## config.mk

```make
export PLATFORM = sky130hd
export DESIGN_NAME = ppc_port
export DESIGN_NICKNAME = d
export VERILOG_FILES = /design/src/verilog/ppc_pkg.sv /design/src/verilog/ppc_port.sv
export SDC_FILE = /design/constraint.sdc
export NUM_CORES = 1
export LEC_CHECK = 0
export BUFFER_PORTS_ARGS = -buffer_cell sky130_fd_sc_hd__buf_2
export CAP_MARGIN = 15
export CELL_PAD_IN_SITES_DETAIL_PLACEMENT = 0
export CELL_PAD_IN_SITES_GLOBAL_PLACEMENT = 1
export CORE_ASPECT_RATIO = 0.5
export CORE_MARGIN = 4
export CORE_UTILIZATION = 47
export CTS_BUF_LIST = sky130_fd_sc_hd__clkbuf_8
export DETAILED_ROUTE_END_ITERATION = 8
export GPL_ROUTABILITY_DRIVEN = 0
export PLACE_DENSITY = 0.95
export SETUP_SLACK_MARGIN = 0.15
export SYNTH_ARGS = -nofsm -noshare
export SYNTH_HDL_FRONTEND = slang
export SYNTH_SLANG_ARGS = --single-unit
export TNS_END_PERCENT = 5
```

## constraint.sdc

```tcl
create_clock -name i_clk -period 4.45 [get_ports i_clk]
set_input_delay 0.2225 -clock i_clk [delete_from_list [all_inputs] [get_ports i_clk]]
set_output_delay 0.2225 -clock i_clk [all_outputs]
set_load 0.01 [all_outputs]
```

## src/verilog/ppc_pkg.sv

```systemverilog
// Constants and types for the port pin control and interrupt mask block
// What the document requires of the block and its software
// Pull-high bit n serves port B pin n; 0 enables, 1 disables.
// Pull-high control register reads back the value last written.
// Watchdog control bit 7 enables the watchdog; 0 stops it, 1 runs it.
// Bit 6 makes port B pin 0 the interrupt input; software sets it input.
// Select 0 blocks the interrupt path; select 1 still reads its level.
// Bit 4 enables resistor-option readout on port A pins 0 and 1.
// With option enabled, fitted resistor reads 0, absent resistor reads 1.
// Mask bit 0 timer overflow, bit 1 port change, bit 2 external; 1 enables.
// One global enable; interrupts-on sets it, interrupts-off clears it.
// Mask register is writable and readable; bits 3 to 7 unused.
// Both ports tri-state; each pin's direction set by its direction bit.
// Port B pins offer software pull-high and open-drain output.
// Pull-downs only on port A pins 0-2 and port B pins 0-3.
// A port B input change raises an interrupt and wakes from sleep.
// Software keeps option pins as inputs while the option is enabled.
// Software disables watchdog, reads port B, sets enables, then sleeps.
// Change with global enable vectors to 008H, else resumes after sleep.
// Watchdog hardware option must be set to use port-change wake-up.
// Direction bit 1 makes the pin high impedance input, 0 an output.
// Interrupt status reads as pending flags AND mask.
// External flag set on pin falling edge, cleared by software only.
// Port B latched on each read; flag set when inputs differ from latch.
package ppc_pkg;
	localparam logic [4:0] ADDR_PORT_A_DATA = 5'h05;
	localparam logic [4:0] ADDR_PORT_B_DATA = 5'h06;
	localparam logic [4:0] ADDR_IRQ_STATUS  = 5'h0F;
	localparam logic [4:0] ADDR_PORT_A_DIR  = 5'h15;
	localparam logic [4:0] ADDR_PORT_B_DIR  = 5'h16;
	localparam logic [4:0] ADDR_PULL_DOWN   = 5'h1B;
	localparam logic [4:0] ADDR_OPEN_DRAIN  = 5'h1C;
	localparam logic [4:0] ADDR_PULL_HIGH   = 5'h1D;
	localparam logic [4:0] ADDR_WDT_CTRL    = 5'h1E;
	localparam logic [4:0] ADDR_IRQ_MASK    = 5'h1F;

	localparam int WDT_EN_BIT   = 7;
	localparam int INT_SEL_BIT  = 6;
	localparam int ROPT_EN_BIT  = 4;
	localparam int TMR_IRQ_BIT  = 0;
	localparam int CHG_IRQ_BIT  = 1;
	localparam int EXT_IRQ_BIT  = 2;

	localparam logic [3:0] RST_PORT_A_DIR  = 4'hF;
	localparam logic [7:0] RST_PORT_B_DIR  = 8'hFF;
	localparam logic [7:0] RST_PULL_DOWN   = 8'hFF;
	localparam logic [7:0] RST_OPEN_DRAIN  = 8'h00;
	localparam logic [7:0] RST_PULL_HIGH   = 8'hFF;
	localparam logic [2:0] RST_WDT_CTRL    = 3'h4;
	localparam logic [2:0] RST_IRQ_MASK    = 3'h0;
	localparam logic [3:0] RST_PORT_A_OUT  = 4'h0;
	localparam logic [7:0] RST_PORT_B_OUT  = 8'h00;
	localparam logic [9:0] IRQ_VECTOR      = 10'h008;

	typedef struct packed {
		logic [4:0] addr;
		logic [7:0] wdata;
		logic       wr;
		logic       rd;
	} ppc_req_t;
endpackage

```

## src/verilog/ppc_port.sv

```systemverilog
// Port A and port B pin control, interrupt flags, mask and wake-up
//
// Added by the designer: the strobed register port and the address map.
module ppc_port (
	input  wire logic             i_clk,
	input  wire logic             i_rst,
	input  wire ppc_pkg::ppc_req_t i_req,
	output logic [7:0]            o_rdata,
	input  wire logic             i_eni,
	input  wire logic             i_interrupts_off_instruction,
	input  wire logic             i_tmr_ovf,
	input  wire logic             i_sleeping,
	input  wire logic [3:0]       i_pa,
	output logic [3:0]            o_pa,
	output logic [3:0]            o_pa_oe_n,
	output logic [2:0]            o_pa_pull_dn,
	output logic                  o_ropt_en,
	input  wire logic [7:0]       i_pb,
	output logic [7:0]            o_pb,
	output logic [7:0]            o_pb_oe_n,
	output logic [7:0]            o_pb_pull_up,
	output logic [3:0]            o_pb_pull_dn,
	output logic                  o_wdt_en,
	output logic                  o_irq,
	output logic [9:0]            o_irq_vector,
	output logic                  o_wake,
	output logic                  o_resume_next
);
	logic [3:0] pa_dir_q;
	logic [7:0] pb_dir_q;
	logic [3:0] pa_out_q;
	logic [7:0] pb_out_q;
	logic [7:0] pull_dn_q;
	logic [7:0] open_drain_q;
	logic [7:0] pull_high_q;
	logic       wdt_en_q;
	logic       int_sel_q;
	logic       ropt_en_q;
	logic [2:0] mask_q;
	logic [2:0] flag_q;
	logic [2:0] flag_d;
	logic [2:0] flag_set;
	logic       gie_q;
	logic [7:0] pb_latch_q;
	logic       int_pin_q;
	logic [7:0] rdata_d;
	logic [3:0] pa_read;
	logic [7:0] pb_read;
	logic       wr_hit_a;
	logic       wr_hit_b;
	logic       rd_b;

	assign wr_hit_a = i_req.wr && (i_req.addr == ppc_pkg::ADDR_PORT_A_DATA);
	assign wr_hit_b = i_req.wr && (i_req.addr == ppc_pkg::ADDR_PORT_B_DATA);
	assign rd_b     = i_req.rd && (i_req.addr == ppc_pkg::ADDR_PORT_B_DATA);

	// Direction registers
	always_ff @(posedge i_clk or posedge i_rst) begin
		if (i_rst) begin
			pa_dir_q <= ppc_pkg::RST_PORT_A_DIR;
			pb_dir_q <= ppc_pkg::RST_PORT_B_DIR;
		end else if (i_req.wr) begin
			if (i_req.addr == ppc_pkg::ADDR_PORT_A_DIR)
				pa_dir_q <= i_req.wdata[3:0];
			if (i_req.addr == ppc_pkg::ADDR_PORT_B_DIR)
				pb_dir_q <= i_req.wdata;
		end
	end

	// Output data latches
	always_ff @(posedge i_clk or posedge i_rst) begin
		if (i_rst) begin
			pa_out_q <= ppc_pkg::RST_PORT_A_OUT;
			pb_out_q <= ppc_pkg::RST_PORT_B_OUT;
		end else begin
			if (wr_hit_a)
				pa_out_q <= i_req.wdata[3:0];
			if (wr_hit_b)
				pb_out_q <= i_req.wdata;
		end
	end

	// Pull and open-drain control registers
	always_ff @(posedge i_clk or posedge i_rst) begin
		if (i_rst) begin
			pull_dn_q    <= ppc_pkg::RST_PULL_DOWN;
			open_drain_q <= ppc_pkg::RST_OPEN_DRAIN;
			pull_high_q  <= ppc_pkg::RST_PULL_HIGH;
		end else if (i_req.wr) begin
			if (i_req.addr == ppc_pkg::ADDR_PULL_DOWN)
				pull_dn_q <= i_req.wdata;
			if (i_req.addr == ppc_pkg::ADDR_OPEN_DRAIN)
				open_drain_q <= i_req.wdata;
			if (i_req.addr == ppc_pkg::ADDR_PULL_HIGH)
				pull_high_q <= i_req.wdata;
		end
	end

	// Watchdog and pin function control
	always_ff @(posedge i_clk or posedge i_rst) begin
		if (i_rst) begin
			wdt_en_q  <= ppc_pkg::RST_WDT_CTRL[2];
			int_sel_q <= ppc_pkg::RST_WDT_CTRL[1];
			ropt_en_q <= ppc_pkg::RST_WDT_CTRL[0];
		end else if (i_req.wr && i_req.addr == ppc_pkg::ADDR_WDT_CTRL) begin
			wdt_en_q  <= i_req.wdata[ppc_pkg::WDT_EN_BIT];
			int_sel_q <= i_req.wdata[ppc_pkg::INT_SEL_BIT];
			ropt_en_q <= i_req.wdata[ppc_pkg::ROPT_EN_BIT];
		end
	end

	// Interrupt mask
	always_ff @(posedge i_clk or posedge i_rst) begin
		if (i_rst)
			mask_q <= ppc_pkg::RST_IRQ_MASK;
		else if (i_req.wr && i_req.addr == ppc_pkg::ADDR_IRQ_MASK)
			mask_q <= i_req.wdata[2:0];
	end

	// Global interrupt enable
	always_ff @(posedge i_clk or posedge i_rst) begin
		if (i_rst)
			gie_q <= 1'b0;
		else if (i_eni)
			gie_q <= 1'b1;
		else if (i_interrupts_off_instruction)
			gie_q <= 1'b0;
	end

	// Port B snapshot taken on every read
	always_ff @(posedge i_clk or posedge i_rst) begin
		if (i_rst)
			pb_latch_q <= 8'h00;
		else if (rd_b)
			pb_latch_q <= i_pb;
	end

	// Interrupt pin history for edge detection
	always_ff @(posedge i_clk or posedge i_rst) begin
		if (i_rst)
			int_pin_q <= 1'b1;
		else
			int_pin_q <= i_pb[0];
	end

	// Flag events; falling edge only counts while the pin is selected
	always_comb begin
		flag_set = 3'h0;
		flag_set[ppc_pkg::TMR_IRQ_BIT] = i_tmr_ovf;
		flag_set[ppc_pkg::CHG_IRQ_BIT] = !rd_b && (i_pb != pb_latch_q);
		flag_set[ppc_pkg::EXT_IRQ_BIT] = int_sel_q && int_pin_q && !i_pb[0];
	end

	// Software may only clear by writing 0; a new event wins over the clear
	always_comb begin
		flag_d = flag_q;
		if (i_req.wr && i_req.addr == ppc_pkg::ADDR_IRQ_STATUS)
			flag_d = flag_q & i_req.wdata[2:0];
		flag_d = flag_d | flag_set;
	end

	always_ff @(posedge i_clk or posedge i_rst) begin
		if (i_rst)
			flag_q <= 3'h0;
		else
			flag_q <= flag_d;
	end

	// Pin read views
	always_comb begin
		pa_read = (pa_dir_q & i_pa) | (~pa_dir_q & pa_out_q);
		if (ropt_en_q)
			pa_read[1:0] = i_pa[1:0];
		pb_read = (pb_dir_q & i_pb) | (~pb_dir_q & pb_out_q);
		if (int_sel_q)
			pb_read[0] = i_pb[0];
	end

	// Read mux, answered one cycle after the strobe
	always_comb begin
		rdata_d = 8'h00;
		unique case (i_req.addr)
			ppc_pkg::ADDR_PORT_A_DATA: rdata_d = {4'h0, pa_read};
			ppc_pkg::ADDR_PORT_B_DATA: rdata_d = pb_read;
			ppc_pkg::ADDR_IRQ_STATUS:  rdata_d = {5'h00, flag_q & mask_q};
			ppc_pkg::ADDR_PORT_A_DIR:  rdata_d = {4'h0, pa_dir_q};
			ppc_pkg::ADDR_PORT_B_DIR:  rdata_d = pb_dir_q;
			ppc_pkg::ADDR_PULL_DOWN:   rdata_d = pull_dn_q;
			ppc_pkg::ADDR_OPEN_DRAIN:  rdata_d = open_drain_q;
			ppc_pkg::ADDR_PULL_HIGH:   rdata_d = pull_high_q;
			ppc_pkg::ADDR_WDT_CTRL:
				rdata_d = {wdt_en_q, int_sel_q, 1'b0, ropt_en_q, 4'h0};
			ppc_pkg::ADDR_IRQ_MASK:    rdata_d = {5'h00, mask_q};
			default:                   rdata_d = 8'h00;
		endcase
	end

	always_ff @(posedge i_clk or posedge i_rst) begin
		if (i_rst)
			o_rdata <= 8'h00;
		else if (i_req.rd)
			o_rdata <= rdata_d;
		else
			o_rdata <= 8'h00;
	end

	// Port A drivers
	assign o_pa         = pa_out_q;
	assign o_pa_oe_n    = pa_dir_q;
	assign o_pa_pull_dn = ~pull_dn_q[2:0];
	assign o_ropt_en    = ropt_en_q;

	// Port B drivers; open-drain pins drive only a low
	genvar g;
	generate
		for (g = 0; g < 8; g++) begin : g_pb
			assign o_pb[g]      = pb_out_q[g];
			assign o_pb_oe_n[g] = pb_dir_q[g] ||
				(open_drain_q[g] && pb_out_q[g]);
		end
	endgenerate

	assign o_pb_pull_up = ~pull_high_q;
	assign o_pb_pull_dn = ~pull_dn_q[7:4];
	assign o_wdt_en     = wdt_en_q;

	// Requests toward the core
	assign o_irq         = gie_q && |(flag_q & mask_q);
	assign o_irq_vector  = ppc_pkg::IRQ_VECTOR;
	assign o_wake        = i_sleeping && flag_q[ppc_pkg::CHG_IRQ_BIT] &&
		mask_q[ppc_pkg::CHG_IRQ_BIT];
	assign o_resume_next = o_wake && !gie_q;
endmodule

```

# Word-level counts from Yosys, hierarchy flattened
# Cells that the tools add are included.
totals:
  inputBits: 33
  wordCells: 87
  output_inout_bits: 62
  ff_bits: 75
op_classes:
  n_bitwise: 14
  n_eq_ne: 11
  muxes: 7
  reduce_logical: 39
op_table:
  columns: ["op", "n"]
  rows:
  - ["8-bit one-hot mux with 10 select lines", 1]
  - ["5-bit == test (second input constant)", 7]
  - ["1-bit logical AND", 21]
  - ["8-bit bitwise AND", 2]
  - ["8-bit inverter", 2]
  - ["5-bit by 3-bit == test with 1-bit output (second input constant)", 2]
  - ["2-bit AND reduction", 5]
  - ["4-bit bitwise AND", 2]
  - ["1-bit logical OR", 8]
  - ["8-bit 2-to-1 mux", 1]
  - ["8-bit inequality test", 1]
  - ["4-bit inverter", 2]
  - ["8-bit bitwise OR", 1]
  - ["3-bit bitwise AND", 2]
  - ["5-bit by 4-bit == test with 1-bit output (second input constant)", 1]
  - ["4-bit bitwise OR", 1]
  - ["1-bit zero test", 3]
  - ["1-bit 2-to-1 mux", 3]
  - ["3-bit 2-to-1 mux", 1]
  - ["3-bit inverter", 1]
  - ["3-bit bitwise OR", 1]
  - ["3-bit OR reduction", 1]
  - ["2-bit 2-to-1 mux", 1]
  - ["2-bit nonzero test", 1]

# Longest topological paths before layout
logic_depth:
  word_depth: 6
  depth_mapped: 6
  depth_no_buf: 4

# Worst setup path after synthesis
# No wires, ideal clock.
synth_path:
  path_kind: "input to register"
  start: "input i_req[12] (netlist name)"
  end: "register open_drain_q[0]"
  setup_ns: 0.125
  t_arrival_ns: 1.417
  setup_slack_ns: 2.909
  path_stages: 6
  path_cell_list: "buf_4 -> nand3_1 -> nor3_1 -> and2_1 -> buf_2 -> mux2_2"
synth_between:
  elab_chain_cells: 2
synth_rtl:
  columns: ["item", "line", "text"]
  rows:
  - ["start, declared", "ppc_port.sv:7", "input wire ppc_pkg::ppc_req_t i_req,"]
  - ["5-bit == test", "ppc_port.sv:92", "if (i_req.addr == ppc_pkg::ADDR_OPEN_DRAIN)"]
  - ["2-bit AND reduction (no line)", null, null]
  - ["end signal, assigned", "ppc_port.sv:87", "open_drain_q <= ppc_pkg::RST_OPEN_DRAIN;"]
  - ["end signal, assigned", "ppc_port.sv:93", "open_drain_q <= i_req.wdata;"]
  - ["end, declared", "ppc_port.sv:34", "logic [7:0] open_drain_q;"]
# No other way between the ends.
# A chain may end at the register's enable or synchronous reset.

# Final worst setup path
layout_path:
  start: "input i_req[14] (netlist name)"
  end: "register open_drain_q[3]"
# The elaborated chain is that of the path after synthesis.

==> results.sh <==
export IMPL_overflow=0
export IMPL_ir_worst_vdd_mv=0.152
export IMPL_fin_crit_sh_pct=42.2
export IMPL_startpoint_type="input pin"
export IMPL_run_status="completed"
export IMPL_p_seq_share_pct=49.2
export IMPL_htree_levels=3
export IMPL_coreArea_um2=7620
export IMPL_cts_buffers=9
export IMPL_avgViaCountPerCell=5.62
export IMPL_drive_gt1_share_pct=47.9
export IMPL_drc=0
export IMPL_critical_path_max_stage_delay_ps=430
export IMPL_synth_seq_cells=75
export IMPL_ys_warn_count=0
export IMPL_placed_cell_area_um2=4280
export IMPL_cts_root_buf="clkbuf_8"
export IMPL_nets=441
export IMPL_path_max_fanout=30
export IMPL_via_count=2928
export IMPL_wl_um=9720
export IMPL_yosysUniqueCellTypes=45
export IMPL_pwr_share_comb_pct=22.8
export IMPL_powerDensity_nw_per_um2=423
export IMPL_synth_cells=323
export IMPL_worstReg2RegEnd="o_rdata[0]"
export IMPL_start_util_pct=50.2
export IMPL_fin_area_um2=4510
export IMPL_slew_violations=0
export IMPL_grt_max_degree=48
export IMPL_cts_repair_resized=0
export IMPL_endpoint="open_drain_q[3]"
export IMPL_synth_seq_area_share_pct=50.0
export IMPL_r2r_setup_slack_ps=2860
export IMPL_worst_slew_pin_slew_ps=804
export IMPL_dieHeight_um=71.8
export IMPL_hold_violations=0
export IMPL_relSlewSlack_pct=46.0
export IMPL_hp_class="input pin to flip-flop"
export IMPL_worstPathRequired_ps=4690
export IMPL_end_kind="flip-flop"
export IMPL_ant_nets=0
export IMPL_r2r_cells=4
export IMPL_path_class="input pin to flip-flop"
export IMPL_setup_violations_final=0
export IMPL_avgRoutedWirePerCell_um=18.7
export IMPL_cp_cell_sequence="buf_2 -> nand3_1 -> nor3_1 -> and2_1 -> mux2_2"
export IMPL_cap_violations=0
export IMPL_grt_total_usage_pct=21.0
export IMPL_drt_iter0_drc=316
export IMPL_grt_pass1_wl_um=15700
export IMPL_synthFlopType="dfrtp_1"
export IMPL_netlist_area_um2=3830
export IMPL_fp_row_count=22
export IMPL_numClockSinks=75
export IMPL_io_buffers=84
export IMPL_cts_tree="built"
export IMPL_tns_ps=0
export IMPL_cpLargestDelayFamily="simple AND/OR/NAND/NOR gates"
export IMPL_syn_to_final_growth_pct=17.8
export IMPL_antenna_found_initial=0
export IMPL_clockBufferDepth=2
export IMPL_critPathArrivalTime_ps=2120
export IMPL_cts_hold_buf=2
export IMPL_cts_setup_buffers=0
export IMPL_fin_crit_ps=1880
export IMPL_die_area_um2=9740
export IMPL_p_int_uw=1360
export IMPL_die_w_um=136
export IMPL_drt_first_pass_iters=7
export IMPL_io_pins=95
export IMPL_cp_num_cells=5
export IMPL_cp_num_buf_inv=1
export IMPL_path_clk_slew_ps=70
export IMPL_fmax_mhz=532
export IMPL_clock_latency_ps=360
export IMPL_rsz0062_at_grt="no"
export IMPL_r2r_start="o_ropt_en"
export IMPL_grt_pass1_vias=2923
export IMPL_p_sw_uw=551
export IMPL_p_leak_uw=0.00211
export IMPL_swShare_pct=28.9
export IMPL_startpoint="i_req[14]"
export IMPL_avgSynthCellArea_um2=11.9
export IMPL_slowest_stage="nor3_1"
export IMPL_power_share_clock_pct=28.1
export IMPL_finClkSkew_ps=10.4
export IMPL_synth_edf_count=0
export IMPL_async_flop_share_pct=100
export IMPL_dp_hpwl_um=7190
export IMPL_antenna_cells=0
power groups by stage:
| stage | logic (µW) | registers [µW] | clock network [µW] |
|---|---|---|---|
| 2_1_floorplan | 276 | 928 | 0 |
| 3_3_place_gp | 429 | 941 | 0 |
| 3_5_place_dp | 436 | 946 | 0 |
| 4_1_cts | 439 | 935 | 550 |
| 5_1_grt | 479 | 953 | 579 |
| 6_report | 434 | 937 | 535 |
area by class of cell:
cell class,instances,area (µm²)
Fill cell,664,3120
Sequential cell,75,1910
Multi-Input combinational cell,214,1730
Timing Repair Buffer,87,448
Clock buffer,12,165
Tap cell,108,135
Inverter,21,78.8
Clock inverter,4,41.3
Yosys cell counts, types with 7 or more instances:
| master | instances | share of area, % |
|---|---|---|
| nand2b_1 | 7 | 1.1 |
| nor2_1 | 8 | 0.78 |
| a21o_1 | 9 | 1.8 |
| o21ai_0 | 19 | 2.5 |
| buf_4 | 14 | 2.7 |
| dfstp_2 | 30 | 21 |
| xnor2_1 | 8 | 1.8 |
| nand2_1 | 16 | 1.6 |
| dfrtp_1 | 45 | 29 |
| inv_1 | 20 | 2.0 |
| mux2_1 | 8 | 2.4 |
| mux2_4 | 8 | 3.1 |
| mux2_2 | 49 | 14 |
logic make-up after synthesis:
group / count (synthesis) / share of synthesized area [%]
buf+inv: 42 / 5.69
flops: 75 / 50.0
compound gates: 61 / 10.7
simple gates: 64 / 10.1
mux: 70 / 21.2
other cells: 2 / 0.196
xor+xnor: 9 / 2.06
sequential cells by signal (all words and copies together), names as in the netlist:
signal	flops
int_pin_q	1
open_drain_q	8
o_wdt_en	1
pb_dir_q	8
gie_q	1
pull_high_q	8
o_ropt_en	1
o_pa_oe_n	4
o_pa	4
o_rdata	8
pb_latch_q	8
mask_q	3
o_pb	8
int_sel_q	1
pull_dn_q	8
flag_q	3
metal layers:
metal | global-route usage, % | wire [µm] | vias up
met2 | 31.8 | 4450 | 123
met4 | 5.14 | 96 | 0
met3 | 6.52 | 788 | 13
met5 | 0 | 0 | -
met1 | 29.6 | 4390 | 1481
li1 | - | - | 1311
worst min path at each step:
stage | startpoint | end | depth (start not counted)
after floorplan | i_pb[0] | int_pin_q | 0
after global placement | i_rst | gie_q | 2
after detailed placement | i_rst | gie_q | 2
after CTS | i_eni | gie_q | 2
after global routing | i_eni | gie_q | 2
final | i_eni | gie_q | 2
through the flow:
| stage | power [µW] | instances | worst slack [ps] | hold WS [ps] | utilization [%] |
|---|---|---|---|---|---|
| after detailed placement | 1380 | 503 | 2240 | 318 | 56.2 |
| after global routing | 2010 | 521 | 2510 | 39.3 | 59.1 |
| final | 1910 | 521 | 2570 | 48.9 | 59.1 |
| after global placement | 1370 | 503 | 2420 | 318 | 56.2 |
| after CTS | 1920 | 521 | 2640 | 35.5 | 59.1 |
| after floorplan | 1200 | 331 | 2370 | 227 | - |
cell usage in the layout (no fill, tap or decap), drive strengths merged, types with 2 or more instances in the layout:
cell and count:
a21oi 7, nand3b 3, dfrtp 45, or3 2, mux2i 5, o21bai 2, inv 23, o21ai 19
o22ai 6, and3 2, xnor2 8, a211oi 5, buf 85, a311oi 2, a222oi 5, dfstp 30
nand2 16, nor2b 2, nand4 3, clkbuf 12, a21o 9, dlygate4sd3 2, or3b 6, a32oi 2
nor2 10, nand2b 7, mux2 65, nor3 8, conb 10, and2 2
worst reg2reg max path, stage by stage, from the launching register on:
cell	delay, ps
dfrtp_1	450
or3b_2	460
a211oi_1	210
o21bai_1	110
a311oi_1	250
(Power assumes the default switching activity.)
